==> src/logic/image_checksum_pkg.sv <==
// Constants, mask tables, carrier structs and register map for the image checksum engine.
// Assumes a single 100 MHz clock domain and an AXI4-Lite master reaching the registers.
package image_checksum_pkg;

  // Register byte offsets on the AXI4-Lite bus.
  localparam logic [7:0] CTRL_OFFSET       = 8'h00;
  localparam logic [7:0] STATUS_OFFSET     = 8'h04;
  localparam logic [7:0] CHECKSUM_OFFSET   = 8'h08;
  localparam logic [7:0] PF_SUM_OFFSET     = 8'h0C;
  localparam logic [7:0] BF_SUM_OFFSET     = 8'h10;
  localparam logic [7:0] CFG_SUM_OFFSET    = 8'h14;
  localparam logic [7:0] ID_SUM_OFFSET     = 8'h18;
  localparam logic [7:0] PF_WORDS_OFFSET   = 8'h1C;
  localparam logic [7:0] BF_WORDS_OFFSET   = 8'h20;
  localparam logic [7:0] CFG0_OFFSET       = 8'h24;

  // Control and status field positions.
  localparam int CTRL_START_BIT    = 0;
  localparam int CTRL_VARIANT_LSB  = 4;
  localparam int STATUS_BUSY_BIT   = 0;
  localparam int STATUS_DONE_BIT   = 1;
  localparam int STATUS_PROT_BIT   = 2;

  // Configuration word zero field positions.
  localparam int CODE_PROTECT_BIT         = 28;
  localparam int BOOT_WRITE_PROTECT_BIT   = 24;
  localparam int PWP_FIELD_MSB            = 19;
  localparam int PWP_FIELD_LSB            = 12;
  localparam int DEBUG_CHANNEL_SELECT_BIT = 3;
  localparam int DEBUGGER_FIELD_MSB       = 1;

  // Reset values and defaults.
  localparam logic [31:0] ZERO_WORD        = 32'h0000_0000;
  localparam logic [31:0] ERASED_WORD      = 32'hFFFF_FFFF;
  localparam logic [31:0] PF_WORDS_RESET   = 32'h0002_0000;
  localparam logic [31:0] BF_WORDS_RESET   = 32'h0000_0C00;
  localparam logic [31:0] CFG0_DEFAULT     = 32'h7FFF_FFFF;
  localparam int          CFG_WORD_COUNT   = 4;
  localparam int          VARIANT_COUNT    = 4;

  // Five masks of one device variant.
  typedef struct packed {
    logic [31:0] id_mask;
    logic [31:0] cfg3_mask;
    logic [31:0] cfg2_mask;
    logic [31:0] cfg1_mask;
    logic [31:0] cfg0_mask;
  } mask_set_t;

  // Mask table indexed by the variant select; index 2 is the reference variant.
  localparam mask_set_t MASK_TABLE [VARIANT_COUNT] = '{
    '{32'h0FFF_F000, 32'hF0C0_FFFF, 32'h0007_8777, 32'h03DF_F7A7, 32'h1100_FC1F},
    '{32'h0FFF_F000, 32'hC407_FFFF, 32'h0007_8777, 32'h009F_F7A7, 32'h110F_F00F},
    '{32'h000F_F000, 32'h0000_FFFF, 32'h0007_0077, 32'h009F_F7A7, 32'h110F_F00B},
    '{32'h000F_F000, 32'h0000_FFFF, 32'h0007_8777, 32'h009F_F7A7, 32'h110F_F00B}
  };

  // One memory word tagged with the region it came from.
  typedef enum logic [1:0] {
    REGION_PROGRAM,
    REGION_BOOT,
    REGION_CONFIG,
    REGION_IDENT
  } region_t;

  typedef struct packed {
    region_t     region;
    logic [1:0]  cfg_index;
    logic [31:0] data;
  } mem_word_t;

  localparam int MEM_WORD_WIDTH = $bits(mem_word_t);
  localparam int FIFO_DEPTH     = 32;

  // Sum of the four unsigned bytes of a word.
  function automatic logic [31:0] byte_sum(input logic [31:0] w);
    byte_sum = {24'h000000, w[7:0]} + {24'h000000, w[15:8]} +
               {24'h000000, w[23:16]} + {24'h000000, w[31:24]};
  endfunction

endpackage

==> src/logic/word_fifo.sv <==
// Synchronous FIFO with valid and ready on both sides.
// Assumes writer and reader share one clock and an asynchronous active high reset.
`timescale 1ns/1ps
`default_nettype none
module word_fifo #(
  parameter int WIDTH = 36,
  parameter int DEPTH = 32
) (
  input  wire logic             clk_in,
  input  wire logic             reset_in,
  input  wire logic [WIDTH-1:0] in_data_in,
  input  wire logic             in_valid_in,
  output logic                  in_ready_out,
  output logic      [WIDTH-1:0] out_data_out,
  output logic                  out_valid_out,
  input  wire logic             out_ready_in
);
  localparam int AW = $clog2(DEPTH);

  logic [WIDTH-1:0] mem [DEPTH];
  logic [AW:0]      wr_ptr_r;
  logic [AW:0]      rd_ptr_r;
  logic             push;
  logic             pop;

  // Full and empty come from pointers with one extra wrap bit.
  assign in_ready_out  = (wr_ptr_r - rd_ptr_r) != (AW + 1)'(DEPTH);
  assign out_valid_out = wr_ptr_r != rd_ptr_r;
  assign out_data_out  = mem[rd_ptr_r[AW-1:0]];
  assign push          = in_valid_in && in_ready_out;
  assign pop           = out_valid_out && out_ready_in;

  // Storage array is written without reset.
  always_ff @(posedge clk_in) begin
    if (push) begin
      mem[wr_ptr_r[AW-1:0]] <= in_data_in;
    end
  end

  // Pointers advance on each accepted handshake.
  always_ff @(posedge clk_in or posedge reset_in) begin
    if (reset_in) begin
      wr_ptr_r <= '0;
      rd_ptr_r <= '0;
    end else begin
      if (push) begin
        wr_ptr_r <= wr_ptr_r + 1'b1;
      end
      if (pop) begin
        rd_ptr_r <= rd_ptr_r + 1'b1;
      end
    end
  end
endmodule // word_fifo
`default_nettype wire

==> src/logic/memory_image_checksum.sv <==
// Image checksum engine: walks both flashes, masked configuration and identifier words.
// Assumes flash read ports answer in the same cycle as the registered address and an AXI4-Lite master.
`timescale 1ns/1ps
`default_nettype none
module memory_image_checksum (
  input  wire logic        clk_in,
  input  wire logic        reset_in,
  // AXI4-Lite slave.
  input  wire logic [7:0]  s_axi_awaddr_in,
  input  wire logic        s_axi_awvalid_in,
  output logic             s_axi_awready_out,
  input  wire logic [31:0] s_axi_wdata_in,
  input  wire logic [3:0]  s_axi_wstrb_in,
  input  wire logic        s_axi_wvalid_in,
  output logic             s_axi_wready_out,
  output logic [1:0]       s_axi_bresp_out,
  output logic             s_axi_bvalid_out,
  input  wire logic        s_axi_bready_in,
  input  wire logic [7:0]  s_axi_araddr_in,
  input  wire logic        s_axi_arvalid_in,
  output logic             s_axi_arready_out,
  output logic [31:0]      s_axi_rdata_out,
  output logic [1:0]       s_axi_rresp_out,
  output logic             s_axi_rvalid_out,
  input  wire logic        s_axi_rready_in,
  // Memory read port, one word per address, data taken in the same cycle as the address.
  output logic [31:0]      mem_addr_out,
  output logic             mem_rd_out,
  output image_checksum_pkg::region_t mem_region_out,
  input  wire logic [31:0] mem_rdata_in,
  input  wire logic [31:0] device_identifier_word_in,
  input  wire logic [1:0]  variant_in
);
  import image_checksum_pkg::*;

  typedef enum logic [2:0] {ST_IDLE, ST_PROG, ST_BOOT, ST_CFG, ST_IDENT, ST_DRAIN} phase_t;

  typedef struct packed {
    phase_t      phase;
    logic [31:0] addr;
    logic        rd_pend;
    region_t     rd_region;
    logic [1:0]  rd_cfg;
    logic [1:0]  variant;
    logic [31:0] pf_sum;
    logic [31:0] bf_sum;
    logic [31:0] cfg_sum;
    logic [31:0] id_sum;
    logic [31:0] checksum;
    logic [31:0] config_word_zero;
    logic        done;
    logic        protect;
    logic [31:0] pf_words;
    logic [31:0] bf_words;
    logic        awready;
    logic        wready;
    logic        bvalid;
    logic [1:0]  bresp;
    logic        arready;
    logic        rvalid;
    logic [31:0] rdata;
    logic [1:0]  rresp;
    logic [7:0]  awaddr;
    logic        aw_got;
    logic [31:0] wdata;
    logic        w_got;
    logic [31:0] mem_addr;
    logic        mem_rd;
    region_t     mem_region;
  } state_t;

  state_t    s_r;
  state_t    s_nxt;
  mem_word_t fifo_in;
  mem_word_t fifo_out;
  logic      fifo_in_ready;
  logic      fifo_out_valid;
  mask_set_t masks;
  logic      busy;
  logic      do_write;
  logic      do_read;
  logic [31:0] masked;
  logic [31:0] total;

  // Words read from memory are queued; the accumulator pops one every cycle, so the walker never stalls.
  word_fifo #(.WIDTH(MEM_WORD_WIDTH), .DEPTH(FIFO_DEPTH)) u_fifo (
    .clk_in        (clk_in),
    .reset_in      (reset_in),
    .in_data_in    (fifo_in),
    .in_valid_in   (s_r.rd_pend),
    .in_ready_out  (fifo_in_ready),
    .out_data_out  (fifo_out),
    .out_valid_out (fifo_out_valid),
    .out_ready_in  (1'b1)
  );

  // Queue entry built from the word returned for the previous address.
  always_comb begin
    fifo_in.region    = s_r.rd_region;
    fifo_in.cfg_index = s_r.rd_cfg;
    fifo_in.data      = (s_r.rd_region == REGION_IDENT) ? device_identifier_word_in : mem_rdata_in;
  end

  assign masks    = MASK_TABLE[s_r.variant];
  assign busy     = s_r.phase != ST_IDLE;
  assign do_write = s_r.aw_got && s_r.w_got && !s_r.bvalid;
  assign do_read  = s_axi_arvalid_in && s_r.arready;
  assign total    = s_r.pf_sum + s_r.bf_sum + s_r.cfg_sum + s_r.id_sum;

  // Mask a queued word by its region and index.
  always_comb begin
    masked = fifo_out.data;
    if (fifo_out.region == REGION_CONFIG) begin
      unique case (fifo_out.cfg_index)
        2'd0: masked = fifo_out.data & masks.cfg0_mask;
        2'd1: masked = fifo_out.data & masks.cfg1_mask;
        2'd2: masked = fifo_out.data & masks.cfg2_mask;
        2'd3: masked = fifo_out.data & masks.cfg3_mask;
      endcase
    end else if (fifo_out.region == REGION_IDENT) begin
      masked = fifo_out.data & masks.id_mask;
    end
  end

  // Next-state logic for walker, accumulators and bus slave.
  always_comb begin
    s_nxt         = s_r;
    s_nxt.rd_pend = 1'b0;
    s_nxt.mem_rd  = 1'b0;
    // Walker issues one read per cycle while the queue has room.
    if (fifo_in_ready) begin
      unique case (s_r.phase)
        ST_IDLE: begin
        end
        ST_PROG: begin
          if (s_r.addr == s_r.pf_words) begin
            s_nxt.phase = ST_BOOT;
            s_nxt.addr  = ZERO_WORD;
          end else begin
            s_nxt.mem_rd = 1'b1;
            s_nxt.mem_region = REGION_PROGRAM;
            s_nxt.mem_addr   = s_r.addr;
            s_nxt.rd_pend    = 1'b1;
            s_nxt.rd_region  = REGION_PROGRAM;
            s_nxt.addr       = s_r.addr + 32'h1;
          end
        end
        ST_BOOT, ST_CFG: begin
          if (s_r.addr == s_r.bf_words) begin
            s_nxt.phase = ST_IDENT;
          end else begin
            s_nxt.mem_rd     = 1'b1;
            s_nxt.mem_region = REGION_BOOT;
            s_nxt.mem_addr   = s_r.addr;
            s_nxt.rd_pend    = 1'b1;
            // Last four boot words are configuration words, highest is word zero.
            s_nxt.rd_region  = (s_r.addr >= s_r.bf_words - CFG_WORD_COUNT) ?
                               REGION_CONFIG : REGION_BOOT;
            s_nxt.rd_cfg     = 2'(s_r.bf_words - 32'h1 - s_r.addr);
            s_nxt.addr       = s_r.addr + 32'h1;
          end
        end
        ST_IDENT: begin
          s_nxt.rd_pend   = 1'b1;
          s_nxt.rd_region = REGION_IDENT;
          s_nxt.phase     = ST_DRAIN;
        end
        ST_DRAIN: begin
          if (!fifo_out_valid && !s_r.rd_pend) begin
            s_nxt.phase    = ST_IDLE;
            s_nxt.done     = 1'b1;
            // Protected image reports zero; otherwise two's complement of the total.
            s_nxt.protect  = !s_r.config_word_zero[CODE_PROTECT_BIT];
            s_nxt.checksum = s_nxt.protect ? ZERO_WORD : (~total + 32'h1);
          end
        end
      endcase
    end
    // Accumulate each popped word into its own region sum.
    if (fifo_out_valid) begin
      unique case (fifo_out.region)
        REGION_PROGRAM: s_nxt.pf_sum  = s_r.pf_sum + byte_sum(masked);
        REGION_BOOT:    s_nxt.bf_sum  = s_r.bf_sum + byte_sum(masked);
        REGION_CONFIG:  s_nxt.cfg_sum = s_r.cfg_sum + byte_sum(masked);
        REGION_IDENT:   s_nxt.id_sum  = s_r.id_sum + byte_sum(masked);
      endcase
      if (fifo_out.region == REGION_CONFIG && fifo_out.cfg_index == 2'd0) begin
        s_nxt.config_word_zero = fifo_out.data;
      end
    end
    // Write address and data are taken in either order.
    if (s_axi_awvalid_in && s_r.awready) begin
      s_nxt.awaddr  = s_axi_awaddr_in;
      s_nxt.aw_got  = 1'b1;
      s_nxt.awready = 1'b0;
    end
    if (s_axi_wvalid_in && s_r.wready) begin
      s_nxt.wdata  = s_axi_wdata_in;
      s_nxt.w_got  = 1'b1;
      s_nxt.wready = 1'b0;
    end
    if (do_write) begin
      s_nxt.bvalid = 1'b1;
      s_nxt.bresp  = 2'b00;
      s_nxt.aw_got = 1'b0;
      s_nxt.w_got  = 1'b0;
      unique case (s_r.awaddr)
        CTRL_OFFSET: begin
          if (s_r.wdata[CTRL_START_BIT] && !busy) begin
            s_nxt.phase   = ST_PROG;
            s_nxt.addr    = ZERO_WORD;
            s_nxt.variant = s_r.wdata[CTRL_VARIANT_LSB +: 2];
            s_nxt.pf_sum  = ZERO_WORD;
            s_nxt.bf_sum  = ZERO_WORD;
            s_nxt.cfg_sum = ZERO_WORD;
            s_nxt.id_sum  = ZERO_WORD;
            s_nxt.done    = 1'b0;
          end
        end
        PF_WORDS_OFFSET: s_nxt.pf_words = busy ? s_r.pf_words : s_r.wdata;
        BF_WORDS_OFFSET: s_nxt.bf_words = busy ? s_r.bf_words : s_r.wdata;
        default:         s_nxt.bresp    = 2'b10;
      endcase
    end
    if (s_r.bvalid && s_axi_bready_in) begin
      s_nxt.bvalid  = 1'b0;
      s_nxt.awready = 1'b1;
      s_nxt.wready  = 1'b1;
    end
    // Read channel: one cycle from address to data.
    if (do_read) begin
      s_nxt.arready = 1'b0;
      s_nxt.rvalid  = 1'b1;
      s_nxt.rresp   = 2'b00;
      unique case (s_axi_araddr_in)
        CTRL_OFFSET:     s_nxt.rdata = {26'h0, s_r.variant, 4'h0};
        STATUS_OFFSET:   s_nxt.rdata = {29'h0, s_r.protect, s_r.done, busy};
        CHECKSUM_OFFSET: s_nxt.rdata = s_r.checksum;
        PF_SUM_OFFSET:   s_nxt.rdata = s_r.pf_sum;
        BF_SUM_OFFSET:   s_nxt.rdata = s_r.bf_sum;
        CFG_SUM_OFFSET:  s_nxt.rdata = s_r.cfg_sum;
        ID_SUM_OFFSET:   s_nxt.rdata = s_r.id_sum;
        PF_WORDS_OFFSET: s_nxt.rdata = s_r.pf_words;
        BF_WORDS_OFFSET: s_nxt.rdata = s_r.bf_words;
        CFG0_OFFSET:     s_nxt.rdata = s_r.config_word_zero;
        default: begin
          s_nxt.rdata = ZERO_WORD;
          s_nxt.rresp = 2'b10;
        end
      endcase
    end
    if (s_r.rvalid && s_axi_rready_in) begin
      s_nxt.rvalid  = 1'b0;
      s_nxt.arready = 1'b1;
    end
  end

  // State register.
  always_ff @(posedge clk_in or posedge reset_in) begin
    if (reset_in) begin
      s_r          <= '0;
      s_r.phase    <= ST_IDLE;
      s_r.pf_words <= PF_WORDS_RESET;
      s_r.bf_words <= BF_WORDS_RESET;
      s_r.config_word_zero <= CFG0_DEFAULT;
      s_r.awready  <= 1'b1;
      s_r.wready   <= 1'b1;
      s_r.arready  <= 1'b1;
    end else begin
      s_r <= s_nxt;
    end
  end

  assign s_axi_awready_out = s_r.awready;
  assign s_axi_wready_out  = s_r.wready;
  assign s_axi_bvalid_out  = s_r.bvalid;
  assign s_axi_bresp_out   = s_r.bresp;
  assign s_axi_arready_out = s_r.arready;
  assign s_axi_rvalid_out  = s_r.rvalid;
  assign s_axi_rdata_out   = s_r.rdata;
  assign s_axi_rresp_out   = s_r.rresp;
  assign mem_addr_out      = s_r.mem_addr;
  assign mem_rd_out        = s_r.mem_rd;
  assign mem_region_out    = s_r.mem_region;

  // Result is zero when protected, else the complement of the total plus one.
  a_result_value: assert property (@(posedge clk_in) disable iff (reset_in)
    $rose(s_r.done) |-> (s_r.checksum == (s_r.protect ? 32'h0 : (~total + 32'h1))))
    else $error("checksum does not match the byte total");
  // Protected devices report zero.
  a_protect_zero: assert property (@(posedge clk_in) disable iff (reset_in)
    (s_r.done && s_r.protect) |-> s_r.checksum == 32'h0)
    else $error("protected device checksum not zero");
  // Program words add their byte sum into the program sum.
  a_prog_accum: assert property (@(posedge clk_in) disable iff (reset_in)
    (fifo_out_valid && fifo_out.region == REGION_PROGRAM) |=>
    s_r.pf_sum == $past(s_r.pf_sum) + byte_sum($past(fifo_out.data)))
    else $error("program sum not accumulated");
  // Configuration words never reach the boot sum.
  a_cfg_excluded: assert property (@(posedge clk_in) disable iff (reset_in)
    (fifo_out_valid && fifo_out.region == REGION_CONFIG) |=> $stable(s_r.bf_sum))
    else $error("configuration word added to boot sum");
  // Configuration word zero contributes only its masked bits.
  a_cfg0_mask: assert property (@(posedge clk_in) disable iff (reset_in)
    (fifo_out_valid && fifo_out.region == REGION_CONFIG && fifo_out.cfg_index == 2'd0) |=>
    s_r.cfg_sum == $past(s_r.cfg_sum) + byte_sum($past(fifo_out.data & masks.cfg0_mask)))
    else $error("configuration word zero mask not applied");
  // Identifier contributes only its masked bits.
  a_ident_mask: assert property (@(posedge clk_in) disable iff (reset_in)
    (fifo_out_valid && fifo_out.region == REGION_IDENT) |=>
    s_r.id_sum == $past(s_r.id_sum) + byte_sum($past(fifo_out.data & masks.id_mask)))
    else $error("identifier mask not applied");
  // Reference variant uses the documented configuration word zero mask.
  a_ref_mask: assert property (@(posedge clk_in) disable iff (reset_in)
    (s_r.variant == 2'd2) |-> masks.cfg0_mask == 32'h110F_F00B)
    else $error("reference mask wrong");
  // A write response follows both write channels within one cycle.
  a_bus_write: assert property (@(posedge clk_in) disable iff (reset_in)
    (s_r.aw_got && s_r.w_got && !s_r.bvalid) |=> s_r.bvalid)
    else $error("write response missing");
  // Byte sums never exceed four bytes per word.
  a_byte_bound: assert property (@(posedge clk_in) disable iff (reset_in)
    fifo_out_valid |-> byte_sum(masked) <= 32'h3FC)
    else $error("byte sum exceeds four bytes");
endmodule // memory_image_checksum
`default_nettype wire

==> config.mk <==
export PLATFORM = sky130hd
export DESIGN_NAME = memory_image_checksum
export DESIGN_NICKNAME = d
export VERILOG_FILES = /design/src/logic/image_checksum_pkg.sv /design/src/logic/word_fifo.sv /design/src/logic/memory_image_checksum.sv
export SDC_FILE = /design/constraint.sdc
export NUM_CORES = 2
export LEC_CHECK = 0
export ABC_AREA = 1
export BUFFER_PORTS_ARGS = -buffer_cell sky130_fd_sc_hd__buf_2
export CAP_MARGIN = 10
export CORE_MARGIN = 1
export CORE_UTILIZATION = 40
export DETAILED_ROUTE_END_ITERATION = 8
export PLACE_DENSITY_LB_ADDON = 0.1
export SYNTH_ARGS = -nofsm -noshare
export SYNTH_HDL_FRONTEND = slang
export SYNTH_SLANG_ARGS = --single-unit
==> constraint.sdc <==
create_clock -name clk_in -period 30.4 [get_ports clk_in]
set_input_delay 6.08 -clock clk_in [delete_from_list [all_inputs] [get_ports clk_in]]
set_output_delay 6.08 -clock clk_in [all_outputs]
set_load 0.005 [all_outputs]
==> results.json <==
{
  "endpoint_kind": "flop",
  "drv_cap": 0,
  "syn-cell-area_um2": 76960,
  "cp.required_ps": 31050,
  "ys.flop_type": "edfxtp_1",
  "grt.total_usage_pct": 27.04,
  "yosysMostFrequentCell": "nand2_1",
  "rsz0062_at_grt": "false",
  "die_x_um": 440.6,
  "critPathMaxFanout": 145,
  "drive_gt1_share_pct": 9.660,
  "synth_area_leaders": "edfxtp_1 45%, dfrtp_1 13%, nand2_1 6.3%",
  "worstMarginPinSlew_ps": 1236,
  "fin_crit_ps": 10130,
  "async_flop_share_pct": 27.04,
  "cts_buffer_depth": 3,
  "slew_headroom_pct": 16.72,
  "viasPerCell": 5.603,
  "clk_latency_ps": 850,
  "ys_top_cells_by_count": "1285 x nand2_1, 1152 x edfxtp_1, 944 x nor2_1",
  "start_kind": "flop",
  "syn_avg_cell_area_um2": 10.10,
  "clk_pin_slew_ps": 60,
  "cts-htree-levels": 4,
  "cp_top_family": "buffers and inverters",
  "hold_viol": 0,
  "cts_resized": 0,
  "portBuffers": 191,
  "crit_arrival_ps": 10780,
  "die_height_um": 440.6,
  "die-area_um2": 194200,
  "drt_first_pass_iters": 7,
  "gp_congestion": 0.9408,
  "core_area_um2": 190600,
  "worstPathBufferInverterCount": 8,
  "yosysWarnings": 0,
  "synthToLayoutAreaGrowth_pct": 11.20,
  "cts_buffers": 176,
  "vias": 57700,
  "drc_errors": 0,
  "grt_pass1_wl_mm": 382.4,
  "setup_tns_ps": 0,
  "ios": 201,
  "setup_viol": 0,
  "ys_seq_area_share_pct": 58.89,
  "synth-edff-count": 1152,
  "drt_wl_total_mm": 266.0,
  "clock-sinks": 1579,
  "syn_inst": 7620,
  "ctsRootBufferMaster": "clkbuf_16",
  "period_share_pct": 33.32,
  "ys_ff_latch": 1579,
  "initial_utilization_pct": 40.38,
  "cts_setup_buffers": 0,
  "status": "complete, no violations",
  "antenna_found_initial": 1,
  "ctsHoldBuffers": 0,
  "cpPeakStageDelay_ps": 700,
  "routedWlPerCell_um": 25.83,
  "antenna_left": 0,
  "synth_top_cell_by_area": "edfxtp_1",
  "layout.nets": 7980,
  "rows": 160,
  "post-dp-hpwl_mm": 162.6,
  "overflow": 0,
  "grt_max_degree": 173,
  "grt_pass1_vias": 54370,
  "drt-initial-drc-count": 5436,
  "slew_violations": 0,
  "synth_cell_types": 71,
  "crit_type": "flop to flop",
  "clock.fmax_mhz": 98.72,
  "cp_slowest_cell": "dfrtp_4",
  "cts_tree": "done",
  "synth_top_area_share_pct": 44.95,
  "crit_path_frequent_cell": "o21ai_0",
  "finalClockSkew_ps": 47.10,
  "hp-class": "flop to flop",
  "fill_cells": 18040
}
tightest hold or removal path, stage by stage (launching register included):
cell	delay (ps)
dfrtp_1	330
nand2_1	50
nand2_1	50
cell usage in the layout, fill, tap and decap left out, types with 37 or more instances in the layout:
master / instances
ha_1: 131
nor2_4: 37
fa_1: 83
nor2_1: 911
o21ai_1: 95
a221oi_1: 49
a21oi_1: 236
dfstp_2: 37
o22ai_1: 213
nor3_1: 85
xnor2_1: 56
o221ai_1: 85
nand3_1: 279
inv_1: 558
buf_4: 99
xor2_1: 119
o31ai_1: 49
o21ai_0: 855
o211ai_1: 73
edfxtp_1: 1152
dfrtp_1: 386
clkbuf_16: 182
buf_2: 191
nand4_1: 104
clkinv_1: 38
nand2_1: 1281
flip-flops by register name, indices dropped and copies added (netlist names):
signal	cells
s_axi_rdata_out	32
s_axi_wready_out	1
mem_rd_out	1
u_fifo.wr_ptr_r	6
s_r	338
s_axi_bvalid_out	1
s_axi_awready_out	1
u_fifo.rd_ptr_r	6
s_axi_bresp_out	1
u_fifo.mem	1152
mem_region_out	1
s_axi_rresp_out	1
s_axi_arready_out	1
s_axi_rvalid_out	1
mem_addr_out	32
fifo_in	4
worst paths after layout:
path	endpoint	startpoint	cells after the start	slack, ps
setup / recovery	s_r[374]	u_fifo.rd_ptr_r[0]	32	20270
hold / removal	mem_addr_out[2]	mem_addr_out[2]	2	470
setup reg to reg	s_r[374]	u_fifo.rd_ptr_r[0]	32	20270
hold reg to reg	mem_addr_out[2]	mem_addr_out[2]	2	470
max in group asynchronous	s_r[52]	reset_in	4	22540
min in group asynchronous	s_r[220]	reset_in	2	5410
cell type report:
| cell class | count | area [um2] | share of cell area (%) |
|---|---|---|---|
| multi-input combinational | 5003 | 27390 | 32.01 |
| clock inverter | 96 | 875.8 | 1.023 |
| inverter | 587 | 2235 | 2.611 |
| clock buffer | 226 | 4820 | 5.631 |
| antenna | 2 | 5.005 | 0.005848 |
| sequential | 1579 | 45340 | 52.97 |
| timing repair buffer | 294 | 1779 | 2.079 |
| tap | 2511 | 3142 | 3.671 |
layer usage:
layer / track usage (%) / vias up / wire, um
met3: 3.729 / 439 / 14270
met4: 10.11 / 0 / 10260
met2: 44.61 / 1848 / 127600
met1: 36.16 / 28770 / 113900
met5: 0 / - / 0
li1: - / 26650 / -
cell families (layout without fill, tap and decap cells):
kind of cell / Yosys count / in the layout / synth area share (%)
AO/OA/AOI/OAI: 1746 / 1746 / 13.07
XOR/XNOR: 175 / 175 / 1.991
adder cells (fa/ha/maj): 214 / 214 / 4.289
buffers and inverters: 1040 / 1203 / 5.874
flip-flops: 1579 / 1579 / 58.89
multiplexers: 34 / 34 / 0.4975
other: 1 / 5 / 0.004872
AND/OR/NAND/NOR: 2831 / 2831 / 15.38
stage by stage:
stage | setup WS [ps] | utilization (%) | std cells | instance area (um2) | hold WS (ps)
after global placement | 20460 | 41.92 | 9974 | 79890 | 455.1
after global routing | 19540 | 44.91 | 10300 | 85580 | 480.6
after floorplan | 12490 | - | 7622 | 76970 | 443.1
after CTS | 20310 | 44.91 | 10300 | 85580 | 471.2
final | 20270 | 44.91 | 10300 | 85590 | 469.7
after detailed placement | 20340 | 41.92 | 9974 | 79890 | 455.9
Power is left out: the tool's default activity adds up to more than one toggle a clock period on the data nets, which glitch-free logic cannot reach.
